--- config.mk ---
export PLATFORM = sky130hd
export DESIGN_NAME = quad_dac_powerdown_control
export DESIGN_NICKNAME = d
export VERILOG_FILES = /design/src/dac_ctrl_pkg.sv /design/src/frame_if.sv /design/src/serial_frame_rx.sv /design/src/quad_dac_powerdown_control.sv
export VERILOG_INCLUDE_DIRS = /design/src
export SDC_FILE = /design/constraint.sdc
export NUM_CORES = 1
export LEC_CHECK = 0
export ABC_AREA = 1
export BUFFER_PORTS_ARGS = -buffer_cell sky130_fd_sc_hd__clkbuf_2
export CAP_MARGIN = 20
export CORE_MARGIN = 2
export CORE_UTILIZATION = 40
export DETAILED_ROUTE_END_ITERATION = 7
export PLACE_DENSITY = 0.64
export SYNTH_ARGS = -nofsm -noshare
export SYNTH_HDL_FRONTEND = slang
export SYNTH_HIERARCHICAL = 1
export SYNTH_SLANG_ARGS = --single-unit
--- constraint.sdc ---
create_clock -name pclk -period 2.7 [get_ports pclk]
set_clock_uncertainty 0.15 [all_clocks]
set_input_delay 0 -clock pclk [delete_from_list [all_inputs] [get_ports pclk]]
set_output_delay 0 -clock pclk [all_outputs]
set_load 0.02 [all_outputs]
--- src/dac_ctrl_cfg.svh ---
`ifndef DAC_CTRL_CFG_SVH
`define DAC_CTRL_CFG_SVH

// Serial frame layout
`define FRAME_BITS 16
`define FRAME_CNT_W 5
`define CH_HI 15
`define CH_LO 14
`define OP_HI 13
`define OP_LO 12
`define CODE_HI 11
`define CODE_W 12
`define NUM_CH 4

// Register offsets (byte addresses)
`define REG_CTRL 12'h000
`define REG_STATUS 12'h004
`define REG_OUT_BASE 12'h008
`define REG_IN_BASE 12'h018
`define REG_LAST 12'h024

// Register fields
`define CTRL_SUPPLY_HIGH 0
`define ST_POWERED_DOWN 0
`define ST_WAKING 1
`define ST_LIVE 2
`define ST_TERM_LO 4
`define ST_GOOD_LO 16
`define ST_ABORT_LO 24
`define CTRL_RESET 1'h0

// Timing
`define CLK_NS 100
`define WAKE_3V_NS 800
`define WAKE_5V_NS 500
`define WAKE_3V_CYC (((`WAKE_3V_NS) / (`CLK_NS)) < 1 ? 1 : ((`WAKE_3V_NS) / (`CLK_NS)))
`define WAKE_5V_CYC (((`WAKE_5V_NS) / (`CLK_NS)) < 1 ? 1 : ((`WAKE_5V_NS) / (`CLK_NS)))

`endif

--- src/dac_ctrl_pkg.sv ---
package dac_ctrl_pkg;

  // Receiver states, one-hot
  typedef enum logic [2:0] {
    RX_IDLE  = 3'b001,
    RX_SHIFT = 3'b010,
    RX_DONE  = 3'b100
  } rx_state_t;

  // Operation field meanings
  typedef enum logic [1:0] {
    OP_WRITE_ONLY   = 2'h0,
    OP_WRITE_UPDATE = 2'h1,
    OP_WRITE_ALL    = 2'h2,
    OP_POWER_DOWN   = 2'h3
  } op_t;

  // Output termination while powered down
  typedef enum logic [1:0] {
    TERM_NONE = 2'h0,
    TERM_HIZ  = 2'h1,
    TERM_2K5  = 2'h2,
    TERM_100K = 2'h3
  } term_t;

endpackage

--- src/frame_if.sv ---
`timescale 1ns/10ps
// Completed or aborted frame from the serial receiver to the core
interface frame_if;
  logic frame_valid;
  logic frame_abort;
  logic [15:0] frame_word;

  modport rx (output frame_valid, output frame_abort, output frame_word);
  modport core (input frame_valid, input frame_abort, input frame_word);
endinterface

--- src/serial_frame_rx.sv ---
`timescale 1ns/10ps
`include "dac_ctrl_cfg.svh"

module serial_frame_rx (
  // Clock and reset
  input wire logic pclk,
  input wire logic presetn,
  // Link pins, asynchronous to pclk
  input wire logic frame_sel_n,
  input wire logic shift_clk,
  input wire logic serial_data,
  // Frames to the core
  frame_if.rx frm
);

  logic [2:0] sel_sync, clk_sync, dat_sync;
  dac_ctrl_pkg::rx_state_t state, next_state;
  logic [`FRAME_BITS-1:0] shreg, next_shreg;
  logic [`FRAME_CNT_W-1:0] count, next_count;
  logic next_valid, next_abort;
  logic sel_n, fall, data_bit;

  // Two stages before use; the third sclk stage gives the previous level
  always_ff @(posedge pclk or negedge presetn) begin
    if (!presetn) begin
      sel_sync <= 3'h7;
      clk_sync <= 3'h0;
      dat_sync <= 3'h0;
    end else begin
      sel_sync <= {sel_sync[1:0], frame_sel_n};
      clk_sync <= {clk_sync[1:0], shift_clk};
      dat_sync <= {dat_sync[1:0], serial_data};
    end
  end

  assign sel_n = sel_sync[1];
  assign data_bit = dat_sync[1];
  assign fall = clk_sync[2] & ~clk_sync[1]; // Falling shift-clock edge

  // Shift MSB first on falling edges; abort on early select rise
  always_comb begin
    next_state = state;
    next_shreg = shreg;
    next_count = count;
    next_valid = 1'b0;
    next_abort = 1'b0;
    case (state)
      dac_ctrl_pkg::RX_IDLE: begin
        next_count = '0;
        if (!sel_n) begin
          next_state = dac_ctrl_pkg::RX_SHIFT;
        end
      end
      dac_ctrl_pkg::RX_SHIFT: begin
        if (sel_n) begin
          next_state = dac_ctrl_pkg::RX_IDLE;
          next_abort = (count != '0);
        end else if (fall) begin
          next_shreg = {shreg[`FRAME_BITS-2:0], data_bit};
          next_count = count + 1'b1;
          if (count == `FRAME_CNT_W'(`FRAME_BITS - 1)) begin
            next_valid = 1'b1;
            next_state = dac_ctrl_pkg::RX_DONE;
          end
        end
      end
      dac_ctrl_pkg::RX_DONE: begin
        // Extra clocks and data ignored until select rises
        if (sel_n) begin
          next_state = dac_ctrl_pkg::RX_IDLE;
        end
      end
      default: next_state = dac_ctrl_pkg::RX_IDLE;
    endcase
  end

  // State registers
  always_ff @(posedge pclk or negedge presetn) begin
    if (!presetn) begin
      state <= dac_ctrl_pkg::RX_IDLE;
      shreg <= '0;
      count <= '0;
      frm.frame_valid <= 1'b0;
      frm.frame_abort <= 1'b0;
    end else begin
      state <= next_state;
      shreg <= next_shreg;
      count <= next_count;
      frm.frame_valid <= next_valid;
      frm.frame_abort <= next_abort;
    end
  end

  assign frm.frame_word = shreg;

endmodule // serial_frame_rx

--- src/quad_dac_powerdown_control.sv ---
// The APB slave port and the register offsets were decided locally.
`timescale 1ns/10ps
`include "dac_ctrl_cfg.svh"
// Behaviour
// - At reset all four code registers are zero and outputs sit at zero.
// - Outputs stay at zero until the first complete valid frame arrives.
// - Operation field 11 powers down all four channels together.
// - In power-down, channel field 00 or 11 leaves the outputs high impedance.
// - In power-down, channel field 01 ties outputs to 2.5k, 10 to 100k, to ground.
// - Every power-down option disables bias, amplifiers and resistor strings.
// - Entering power-down leaves every code register unchanged.
// - On wake each channel keeps its old code unless the waking frame loads one.
// - Outputs start leaving power-down within the wake-up time of the waking frame.
// - Frames are 16 bits MSB first on falling edges: channel, operation, code.
// - The frame executes on the sixteenth falling edge; later edges are ignored.
// - Select rising before the sixteenth edge discards the frame; codes and outputs are unaffected.

module quad_dac_powerdown_control #(
  parameter int WAKE_W = 4
) (
  // APB clock and reset
  input wire logic pclk,
  input wire logic presetn,
  // APB slave
  input wire logic psel,
  input wire logic penable,
  input wire logic pwrite,
  input wire logic [11:0] paddr,
  input wire logic [31:0] pwdata,
  output logic [31:0] prdata,
  output logic pready,
  output logic pslverr,
  // Serial link from the host
  input wire logic frame_sel_n,
  input wire logic shift_clk,
  input wire logic serial_data,
  // Analog control
  output logic [47:0] dac_codes,
  output logic linear_enable,
  output logic output_drive,
  output logic term_hiz,
  output logic term_2k5,
  output logic term_100k
);

  localparam int CW = `CODE_W;

  frame_if frm ();

  serial_frame_rx rx (
    .pclk(pclk),
    .presetn(presetn),
    .frame_sel_n(frame_sel_n),
    .shift_clk(shift_clk),
    .serial_data(serial_data),
    .frm(frm)
  );

  logic [47:0] in_codes, next_in_codes, next_dac_codes;
  logic powered_down, next_powered_down;
  logic live, next_live;
  logic waking, next_waking;
  logic [WAKE_W-1:0] wake_cnt, next_wake_cnt;
  dac_ctrl_pkg::term_t term, next_term;
  logic next_linear_enable, next_output_drive;
  logic next_term_hiz, next_term_2k5, next_term_100k;
  logic supply_high, next_supply_high;
  logic [7:0] good_cnt, next_good_cnt, abort_cnt, next_abort_cnt;
  logic [31:0] next_prdata;
  logic next_pready, next_pslverr;
  logic [1:0] ch;
  dac_ctrl_pkg::op_t op;
  logic [CW-1:0] code;

  // Channel field to termination
  function automatic dac_ctrl_pkg::term_t term_of(input logic [1:0] chf);
    if (chf == 2'h1) begin
      term_of = dac_ctrl_pkg::TERM_2K5;
    end else if (chf == 2'h2) begin
      term_of = dac_ctrl_pkg::TERM_100K;
    end else begin
      term_of = dac_ctrl_pkg::TERM_HIZ;
    end
  endfunction

  // Wake delay in cycles for the selected supply
  function automatic logic [WAKE_W-1:0] wake_len(input logic high);
    wake_len = high ? WAKE_W'(`WAKE_5V_CYC) : WAKE_W'(`WAKE_3V_CYC);
  endfunction

  // Register word to channel; both code banks start where address bits 3:2 read 2
  function automatic logic [1:0] chan_of(input logic [11:0] addr);
    chan_of = 2'(addr[3:2] - 2'h2);
  endfunction

  assign ch = frm.frame_word[`CH_HI:`CH_LO];
  assign op = dac_ctrl_pkg::op_t'(frm.frame_word[`OP_HI:`OP_LO]);
  assign code = frm.frame_word[`CODE_HI:0];

  // Frame execution and power state
  always_comb begin
    next_in_codes = in_codes;
    next_dac_codes = dac_codes;
    next_powered_down = powered_down;
    next_live = live;
    next_waking = waking;
    next_wake_cnt = wake_cnt;
    next_term = term;
    next_good_cnt = good_cnt;
    next_abort_cnt = abort_cnt;
    if (waking) begin
      // Amplifiers settle before they drive again
      if (wake_cnt <= WAKE_W'(1)) begin
        next_waking = 1'b0;
      end else begin
        next_wake_cnt = wake_cnt - WAKE_W'(1);
      end
    end
    if (frm.frame_abort) begin
      next_abort_cnt = abort_cnt + 8'h01;
    end
    if (frm.frame_valid) begin
      next_good_cnt = good_cnt + 8'h01;
      next_live = 1'b1;
      if (op == dac_ctrl_pkg::OP_POWER_DOWN) begin
        // Codes untouched so a wake restores them
        next_powered_down = 1'b1;
        next_waking = 1'b0;
        next_term = term_of(ch);
      end else begin
        if (powered_down) begin
          next_powered_down = 1'b0;
          next_waking = 1'b1;
          next_wake_cnt = wake_len(supply_high);
          next_term = dac_ctrl_pkg::TERM_NONE;
        end
        case (op)
          dac_ctrl_pkg::OP_WRITE_ONLY: begin
            next_in_codes[ch*CW +: CW] = code;
          end
          dac_ctrl_pkg::OP_WRITE_UPDATE: begin
            next_in_codes[ch*CW +: CW] = code;
            next_dac_codes = next_in_codes;
          end
          default: begin
            next_in_codes = {`NUM_CH{code}};
            next_dac_codes = {`NUM_CH{code}};
          end
        endcase
      end
    end
    next_linear_enable = !next_powered_down;
    next_output_drive = !next_powered_down && !next_waking;
    next_term_hiz = next_term == dac_ctrl_pkg::TERM_HIZ;
    next_term_2k5 = next_term == dac_ctrl_pkg::TERM_2K5;
    next_term_100k = next_term == dac_ctrl_pkg::TERM_100K;
  end

  // Power and code registers
  always_ff @(posedge pclk or negedge presetn) begin
    if (!presetn) begin
      in_codes <= '0;
      dac_codes <= '0;
      powered_down <= 1'b0;
      live <= 1'b0;
      waking <= 1'b0;
      wake_cnt <= '0;
      term <= dac_ctrl_pkg::TERM_NONE;
      good_cnt <= 8'h00;
      abort_cnt <= 8'h00;
      linear_enable <= 1'b1;
      output_drive <= 1'b1;
      term_hiz <= 1'b0;
      term_2k5 <= 1'b0;
      term_100k <= 1'b0;
    end else begin
      in_codes <= next_in_codes;
      dac_codes <= next_dac_codes;
      powered_down <= next_powered_down;
      live <= next_live;
      waking <= next_waking;
      wake_cnt <= next_wake_cnt;
      term <= next_term;
      good_cnt <= next_good_cnt;
      abort_cnt <= next_abort_cnt;
      linear_enable <= next_linear_enable;
      output_drive <= next_output_drive;
      term_hiz <= next_term_hiz;
      term_2k5 <= next_term_2k5;
      term_100k <= next_term_100k;
    end
  end

  // APB: one wait state, answer registered so every output is a flop
  always_comb begin
    next_pready = 1'b0;
    next_pslverr = 1'b0;
    next_prdata = 32'h00000000;
    next_supply_high = supply_high;
    // Write lands only at the edge where the master sees ready high
    if (psel && penable && pready && pwrite && paddr == `REG_CTRL) begin
      next_supply_high = pwdata[`CTRL_SUPPLY_HIGH];
    end
    if (psel && penable && !pready) begin
      next_pready = 1'b1;
      if (paddr == `REG_CTRL) begin
        next_prdata[`CTRL_SUPPLY_HIGH] = supply_high;
      end else if (paddr == `REG_STATUS) begin
        next_prdata[`ST_POWERED_DOWN] = powered_down;
        next_prdata[`ST_WAKING] = waking;
        next_prdata[`ST_LIVE] = live;
        next_prdata[`ST_TERM_LO +: 2] = term;
        next_prdata[`ST_GOOD_LO +: 8] = good_cnt;
        next_prdata[`ST_ABORT_LO +: 8] = abort_cnt;
      end else if (paddr >= `REG_OUT_BASE && paddr < `REG_IN_BASE
                   && paddr[1:0] == 2'h0) begin
        next_prdata[CW-1:0] = dac_codes[chan_of(paddr) * CW +: CW];
      end else if (paddr >= `REG_IN_BASE && paddr <= `REG_LAST
                   && paddr[1:0] == 2'h0) begin
        next_prdata[CW-1:0] = in_codes[chan_of(paddr) * CW +: CW];
      end else begin
        next_pslverr = 1'b1; // Unmapped address
      end
    end
  end

  // APB registers
  always_ff @(posedge pclk or negedge presetn) begin
    if (!presetn) begin
      pready <= 1'b0;
      pslverr <= 1'b0;
      prdata <= 32'h00000000;
      supply_high <= `CTRL_RESET;
    end else begin
      pready <= next_pready;
      pslverr <= next_pslverr;
      prdata <= next_prdata;
      supply_high <= next_supply_high;
    end
  end

endmodule // quad_dac_powerdown_control

==> results of run 1 <==
==> state kept, by name, indices dropped and copies added, names as in the netlist, 3 cells and up <==
register,flops
good_cnt,8
rx/count,5
wake_cnt,4
abort_cnt,8
in_codes,48
dac_codes,48
rx/clk_sync,3
prdata,28
rx/frm.frame_word,16
rx/state,3
==> logic make-up after synthesis <==
group,count (synthesis)
compound gates,233
flops,190
other cells,1
xor+xnor,18
fa+ha+maj,16
buf+inv,162
simple gates,693
==> how the worst min path moves through the flow <==
stage	startpoint	slack, ns	endpoint	cells after the start
after floorplan	presetn	-0.45	abort_cnt[0]$_DFFE_PN0P_	0
after global placement	presetn	-0.09	rx/clk_sync[1]$_DFF_PN0_	1
after detailed placement	presetn	-0.09	rx/clk_sync[1]$_DFF_PN0_	1
after CTS	presetn	0.001	good_cnt[1]$_DFFE_PN0P_	2
after global routing	presetn	0.04	good_cnt[1]$_DFFE_PN0P_	2
final	presetn	-0.03	good_cnt[1]$_DFFE_PN0P_	2
==> metal layers <==
metal / GRT usage / vias to the layer above / share of wire
met3: 0.04265 / 64 / 0.087
met1: 0.3343 / 4524 / 0.44
met4: 0.08488 / 0 / 0.025
met5: 0 / - / 0
met2: 0.3609 / 428 / 0.45
li1: - / 4486 / -
==> through the flow <==
stage               power [mW]  std cells  worst slack [ns]  hold slack, ns
finish                   6.040       1759            0.1901        -0.02812
global route             6.260       1759           0.03190         0.03838
CTS                      6.080       1759            0.2456        0.001157
detailed placement       3.426       1714            0.2905        -0.09094
global placement         3.419       1714            0.3263        -0.09481
floorplan                3.245       1316            0.4744         -0.4456
==> cell type report <==
| cell class | instances | area [sq um] |
|---|---|---|
| timing repair buffer | 151 | 942.2 |
| fill | 2455 | 12780 |
| tap | 324 | 405.4 |
| inverter | 98 | 367.9 |
| sequential | 190 | 4761 |
| clock inverter | 13 | 180.2 |
| clock buffer | 19 | 432.9 |
| multi-input combinational | 964 | 4524 |
==> report_power, final <==
part           switching (mW)  total [mW]  internal (mW)
Clock                    1.17        2.65           1.48
Sequential             0.0710        2.96           2.89
Combinational           0.288       0.422          0.134
Total                    1.53        6.04           4.51
==> cell usage in the layout (no fill, tap or decap), types with 17 or more instances in the layout <==
cell type  netlist  layout
a21oi_1        152     152
buf_4           10      33
clkbuf_16        0      17
clkbuf_2         0     102
dfrtp_1        185     185
inv_1           85      85
nand2_1        378     378
nand3_1         89      89
nand4_1         24      24
nor2_1         161     160
nor3_1          18      18
o21ai_0         36      36
==> worst max-delay path, delay by kind of cell, from the launching register on <==
| kind | cells | cell delay, ns |
|---|---|---|
| flops | 1 | 0.41 |
| simple gates | 3 | 0.54 |
| buf+inv | 1 | 0.11 |
| fa+ha+maj | 1 | 0.34 |
| xor+xnor | 1 | 0.74 |
| compound gates | 1 | 0.13 |
==> what timing repair did <==
item | in CTS | in global routing
endpoints found under the setup margin | 0 | 0
hold buffers | 13 | 0
endpoints found under the hold margin | 205 | 0
==> results by group, run 1 <==
Finish
  – Number of diodes: 0
  – Final-stage net count: 1,490
  – Layout area overhead: 16.36%
  – Post-route cell area: 11,610 sq um
  – Layout cell share with drive strength beyond 1: 0.1436
  – Final core utilization: 0.4761

Floorplanning
  – Starting Density: 0.4092
  – Core area: 24,390 sq um
  – Die Footprint: 26,230 sq um
  – Die height: 162.0 microns
  – Rows: 57
  – Die W: 162.0 microns
  – I/O pins: 139

Logic synthesis
  – Synthesized area: 9981 sq um
  – Combinational family with the most area after synthesis: simple AND/OR/NAND/NOR gates
  – Post-Synth Simple-Gate Area: 0.2902
  – Post-synth EDFFs: 0
  – Primary FF master, synth: dfrtp_1
  – Biggest area consumer among synthesized cells: dfrtp_1
  – Mux contribution to synthesized area: 0
  – Top-area cell type share of the netlist area: 0.4638
  – Commonest cells in the netlist: 378 x nand2_1, 185 x dfrtp_1, 161 x nor2_1
  – Register area share after synthesis: 0.4770
  – Syn_area_per_cell: 7.602 sq um
  – Synth cell types: 41
  – Yosys reg bits: 190
  – Synth warn: 6
  – Adder-Cell Fraction of Synth Area: 0.02006
  – Top post-synthesis cells by area: dfrtp_1 46%, nand2_1 14%, a21oi_1 7.6%
  – Mapped Cells: 1,313
  – Compound-cell area share of the yosys netlist: 0.1247
  – Post-Synth XOR/XNOR Area: 0.01655
  – Count leader, synth: nand2_1
  – Asr flop ratio synth: 1.000

Min path
  – Hold crit path type: input port to asynchronous set/reset pin

Outcome
  – Failing checks: hold timing
  – Outcome: finished with violations

Drt
  – Via Count: 9,502
  – Avg WL per Cell: 17.27 microns
  – Vias per cell: 5.402
  – # DRC: 0
  – Drt pass-1 iters: 5
  – Final wirelength: 30.38 mm
  – Remaining antenna violation count after routing: 0
  – Number of DRC markers in iteration 0: 961

Timing
  – Fmax: 0.3984 GHz
  – Final setup violating endpoints: 0
  – Sum Neg Setup Slack: 0 ns
  – Tmin final: 2.510 ns
  – Unrepaired setup endpoints after global routing: false
  – Final Hold Violating Endpoints: 12
  – Period Utilization, post-route: 0.9296
  – Slew Viols, Final: 0
  – Slew @ Worst Pin: 0.8554 ns
  – Slew margin rel.: 0.4269
  – Min Hold Slack: -0.02812 ns

Setup path
  – FF-to-FF End: in_codes[12]$_DFFE_PN0P_
  – Crit path top cell by count: nand2_1
  – Critical Path RT: 2.92 ns
  – Slowest CP cell: xnor2_2
  – R2R setup slack: 0.19 ns
  – Cell Chain, Critical Path: inv_1 -> ha_1 -> xnor2_2 -> nand4_1 -> nand2_1 -> nand2_1 -> a21oi_1
  – Slowest stage delay, CP: 0.74 ns
  – R2R cell count: 7
  – CP arrival: 2.73 ns
  – CP Capture Type: flip-flop
  – Kind of critical path: flip-flop to flip-flop
  – Worst Setup EP: in_codes[12]$_DFFE_PN0P_
  – Worst-path maximum fanout: 18
  – Reg2reg start: rx/frm.frame_word[15]$_DFFE_PN0P_
  – Setup crit start: rx/frm.frame_word[15]$_DFFE_PN0P_
  – Critical Path Start Type: flip-flop

CTS
  – CTS Sinks: 190
  – Number of H-tree levels: 4
  – Number of CTS-inserted buffers: 17
  – # Post-CTS Setup Buffers: 0
  – PostCTS Resize Cnt: 0
  – Worst-path clk slew: 0.07 ns
  – Worst-Skew Late Latency: 0.44 ns
  – Clock Tree Buf Depth: 2
  – CTS Root Cell: clkbuf_16
  – CTS tree: built

GRT
  – Initial antenna violation count: 0
  – Vias in the first global route: 8,959
  – Final global-route overflow total: 0
  – Total GRT Usage: 0.2352
  – First-pass GRT wire length: 48.50 mm
  – Largest net degree at the start of global routing: 72

Pwr
  – P_leak: 5.749 nW
  – Maximum vdd drop: 418.0 uV
  – Pwr per Cell Area: 520.1 nW/um^2

Placed design
  – GPL Wtd Cong: 0.9403
  – Port Buffers: 103
  – Placed cell area: 10,870 sq um
  – DPL Wire Length: 21.72 mm

Run
  – MaxCap Viol Count: 0
Note: power is estimated with default switching activity, not from simulation.
==> run 2: changes to the inputs <==
==> constraint.sdc (replaced) <==
create_clock -name pclk -period 2.45 [get_ports pclk]
set_clock_uncertainty 0.15 [all_clocks]
set_input_delay 0 -clock pclk [delete_from_list [all_inputs] [get_ports pclk]]
set_output_delay 0 -clock pclk [all_outputs]
set_load 0.02 [all_outputs]
==> run 2 against run 1 <==
The flow now finishes without violations. Flip-flop and latch count did not move. Total power up 6.5%. Routed wire length barely moved. Largest cell class unchanged.
==> results by group, run 2 (synthesis gave the netlist of run 1 again) <==
Outcome
  – Outcome: finished clean

Min path
  – Hold_sp: paddr[4]
  – Worst Hold End: pslverr$_DFF_PN0_
  – Hold-critical path depth: 6
  – Hold crit path type: input port to flip-flop

Timing
  – Fmax: 0.4387 GHz
  – Sum Neg Setup Slack: 0 ns
  – Min Hold Slack: 0.02927 ns
  – Tmin final: 2.279 ns
  – Slew @ Worst Pin: 0.7794 ns
  – Final setup violating endpoints: 0
  – Final Worst Setup Slack: 0.1708 ns
  – Slew Viols, Final: 0
  – Slew margin rel.: 0.4798
  – Final Hold Violating Endpoints: 0
  – Unrepaired setup endpoints after global routing: true
  – Period Utilization, post-route: 0.9303

Setup path
  – CP Capture Type: flip-flop
  – Slowest stage delay, CP: 0.57 ns
  – Kind of critical path: flip-flop to flip-flop
  – Crit path top cell by count: inv_1
  – Critical Path Start Type: flip-flop
  – Slowest CP cell: inv_1
  – R2R setup slack: 0.17 ns
  – Cell Chain, Critical Path: ha_1 -> nor2_2 -> inv_1 -> nor2_2 -> inv_1 -> o21ai_0 -> a21oi_2 -> inv_1 -> nor2_1
  – Reg2reg start: rx/frm.frame_word[12]$_DFFE_PN0P_
  – Critical Path RT: 2.67 ns
  – Setup crit start: rx/frm.frame_word[12]$_DFFE_PN0P_
  – R2R cell count: 9
  – CP arrival: 2.50 ns
  – FF-to-FF End: term_hiz$_DFF_PN0_
  – Worst-path maximum fanout: 14

CTS
  – Worst-Skew Late Latency: 0.44 ns
  – CTS Sinks: 190
  – Number of CTS-inserted buffers: 17
  – CTS Root Cell: clkbuf_16
  – Clock Tree Buf Depth: 2
  – Number of H-tree levels: 4
  – Worst-path clk slew: 0.08 ns
  – CTS tree: built
  – PostCTS Resize Cnt: 0
  – # Post-CTS Setup Buffers: 0

Finish
  – Layout cell share with drive strength beyond 1: 0.1479
  – Largest regs: dac_codes: 48 flops, in_codes: 48 flops, prdata: 28 flops
  – Filler cells: 2,405
  – Final-stage net count: 1,495
  – Number of diodes: 0
  – Most frequent cells in the layout: 378 x nand2_1, 185 x dfrtp_1, 160 x nor2_1
  – Final core utilization: 0.4760
  – Post-route cell area: 11,610 sq um
  – Most common cell after layout, fill and taps aside: nand2_1
  – Layout area overhead: 16.33%

Floorplanning
  – Rows: 57
  – Die W: 162.0 microns
  – I/O pins: 139
  – Starting Density: 0.4092
  – Die Footprint: 26,230 sq um
  – Core area: 24,390 sq um
  – Die height: 162.0 microns

Drt
  – Final wirelength: 30.37 mm
  – Number of DRC markers in iteration 0: 946
  – Via Count: 9,485
  – Vias per cell: 5.377
  – # DRC: 0
  – Avg WL per Cell: 17.21 microns
  – Drt pass-1 iters: 6
  – Remaining antenna violation count after routing: 0

Pwr
  – Pwr per Cell Area: 554.1 nW/um^2
  – Maximum vdd drop: 466.8 uV
  – P_leak: 5.764 nW

GRT
  – Vias in the first global route: 8,915
  – First-pass GRT wire length: 48.30 mm
  – Initial antenna violation count: 0
  – Largest net degree at the start of global routing: 75
  – Final global-route overflow total: 0
  – Total GRT Usage: 0.2349

Placed design
  – DP Worst Slack: 0.2518 ns
  – Port Buffers: 103
  – DPL Wire Length: 21.67 mm
  – Placed cell area: 10,910 sq um
  – GPL Wtd Cong: 0.9499

Run
  – MaxCap Viol Count: 0
## run 2: final cells by class
| type | count | area, sq um | share of cell area |
|---|---|---|---|
| repair buffers | 156 | 979.7 | 0.08438 |
| clock buffers | 17 | 425.4 | 0.03664 |
| multi-input cells | 964 | 4524 | 0.3897 |
| inverters | 98 | 367.9 | 0.03168 |
| flip-flops and latches | 190 | 4761 | 0.4100 |
| well taps | 324 | 405.4 | 0.03491 |
| clock inverters | 15 | 147.6 | 0.01272 |
## run 2: critical path: cells and delay by family (launching register included)
kind	cells	cell delay, ns
buf+inv	3	0.80
flops	1	0.43
compound gates	2	0.31
simple gates	3	0.29
fa+ha+maj	1	0.22
## run 2: where the power goes
part | switching, mW | leakage, nW | internal [mW]
registers | 0.0785 | 2.62 | 3.19
clock network | 1.35 | 0.281 | 1.35
logic | 0.316 | 2.86 | 0.143
total | 1.75 | 5.76 | 4.69
## run 2: how the worst max path moves through the flow
stage,end,slack [ns],depth (start not counted)
after detailed placement,term_100k$_DFF_PN0_,0.25,9
after CTS,term_hiz$_DFF_PN0_,0.21,9
after floorplan,dac_codes[47]$_DFFE_PN0P_,0.22,11
after global placement,term_hiz$_DFF_PN0_,0.29,9
final,term_hiz$_DFF_PN0_,0.17,9
after global routing,term_100k$_DFF_PN0_,-0.001,9
## run 2: what timing repair did
| action | in CTS | in global routing |
|---|---|---|
| endpoints found under the setup margin | 0 | 1 |
| hold buffers | 12 | 1 |
| hold endpoints to repair | 206 | 3 |
## run 2: through the flow
stage | power [mW] | std cells
final | 6.434 | 1764
after detailed placement | 3.774 | 1719
after CTS | 6.475 | 1763
after global placement | 3.767 | 1719
after floorplan | 3.577 | 1316
after global routing | 6.670 | 1764
## run 2: routing by layer
layer,share of wire,vias to the layer above,track usage
met3,0.071,69,0.04545
li1,-,4495,-
met5,0,-,0
met4,0.033,0,0.08769
met2,0.44,370,0.3569
met1,0.45,4551,0.3342
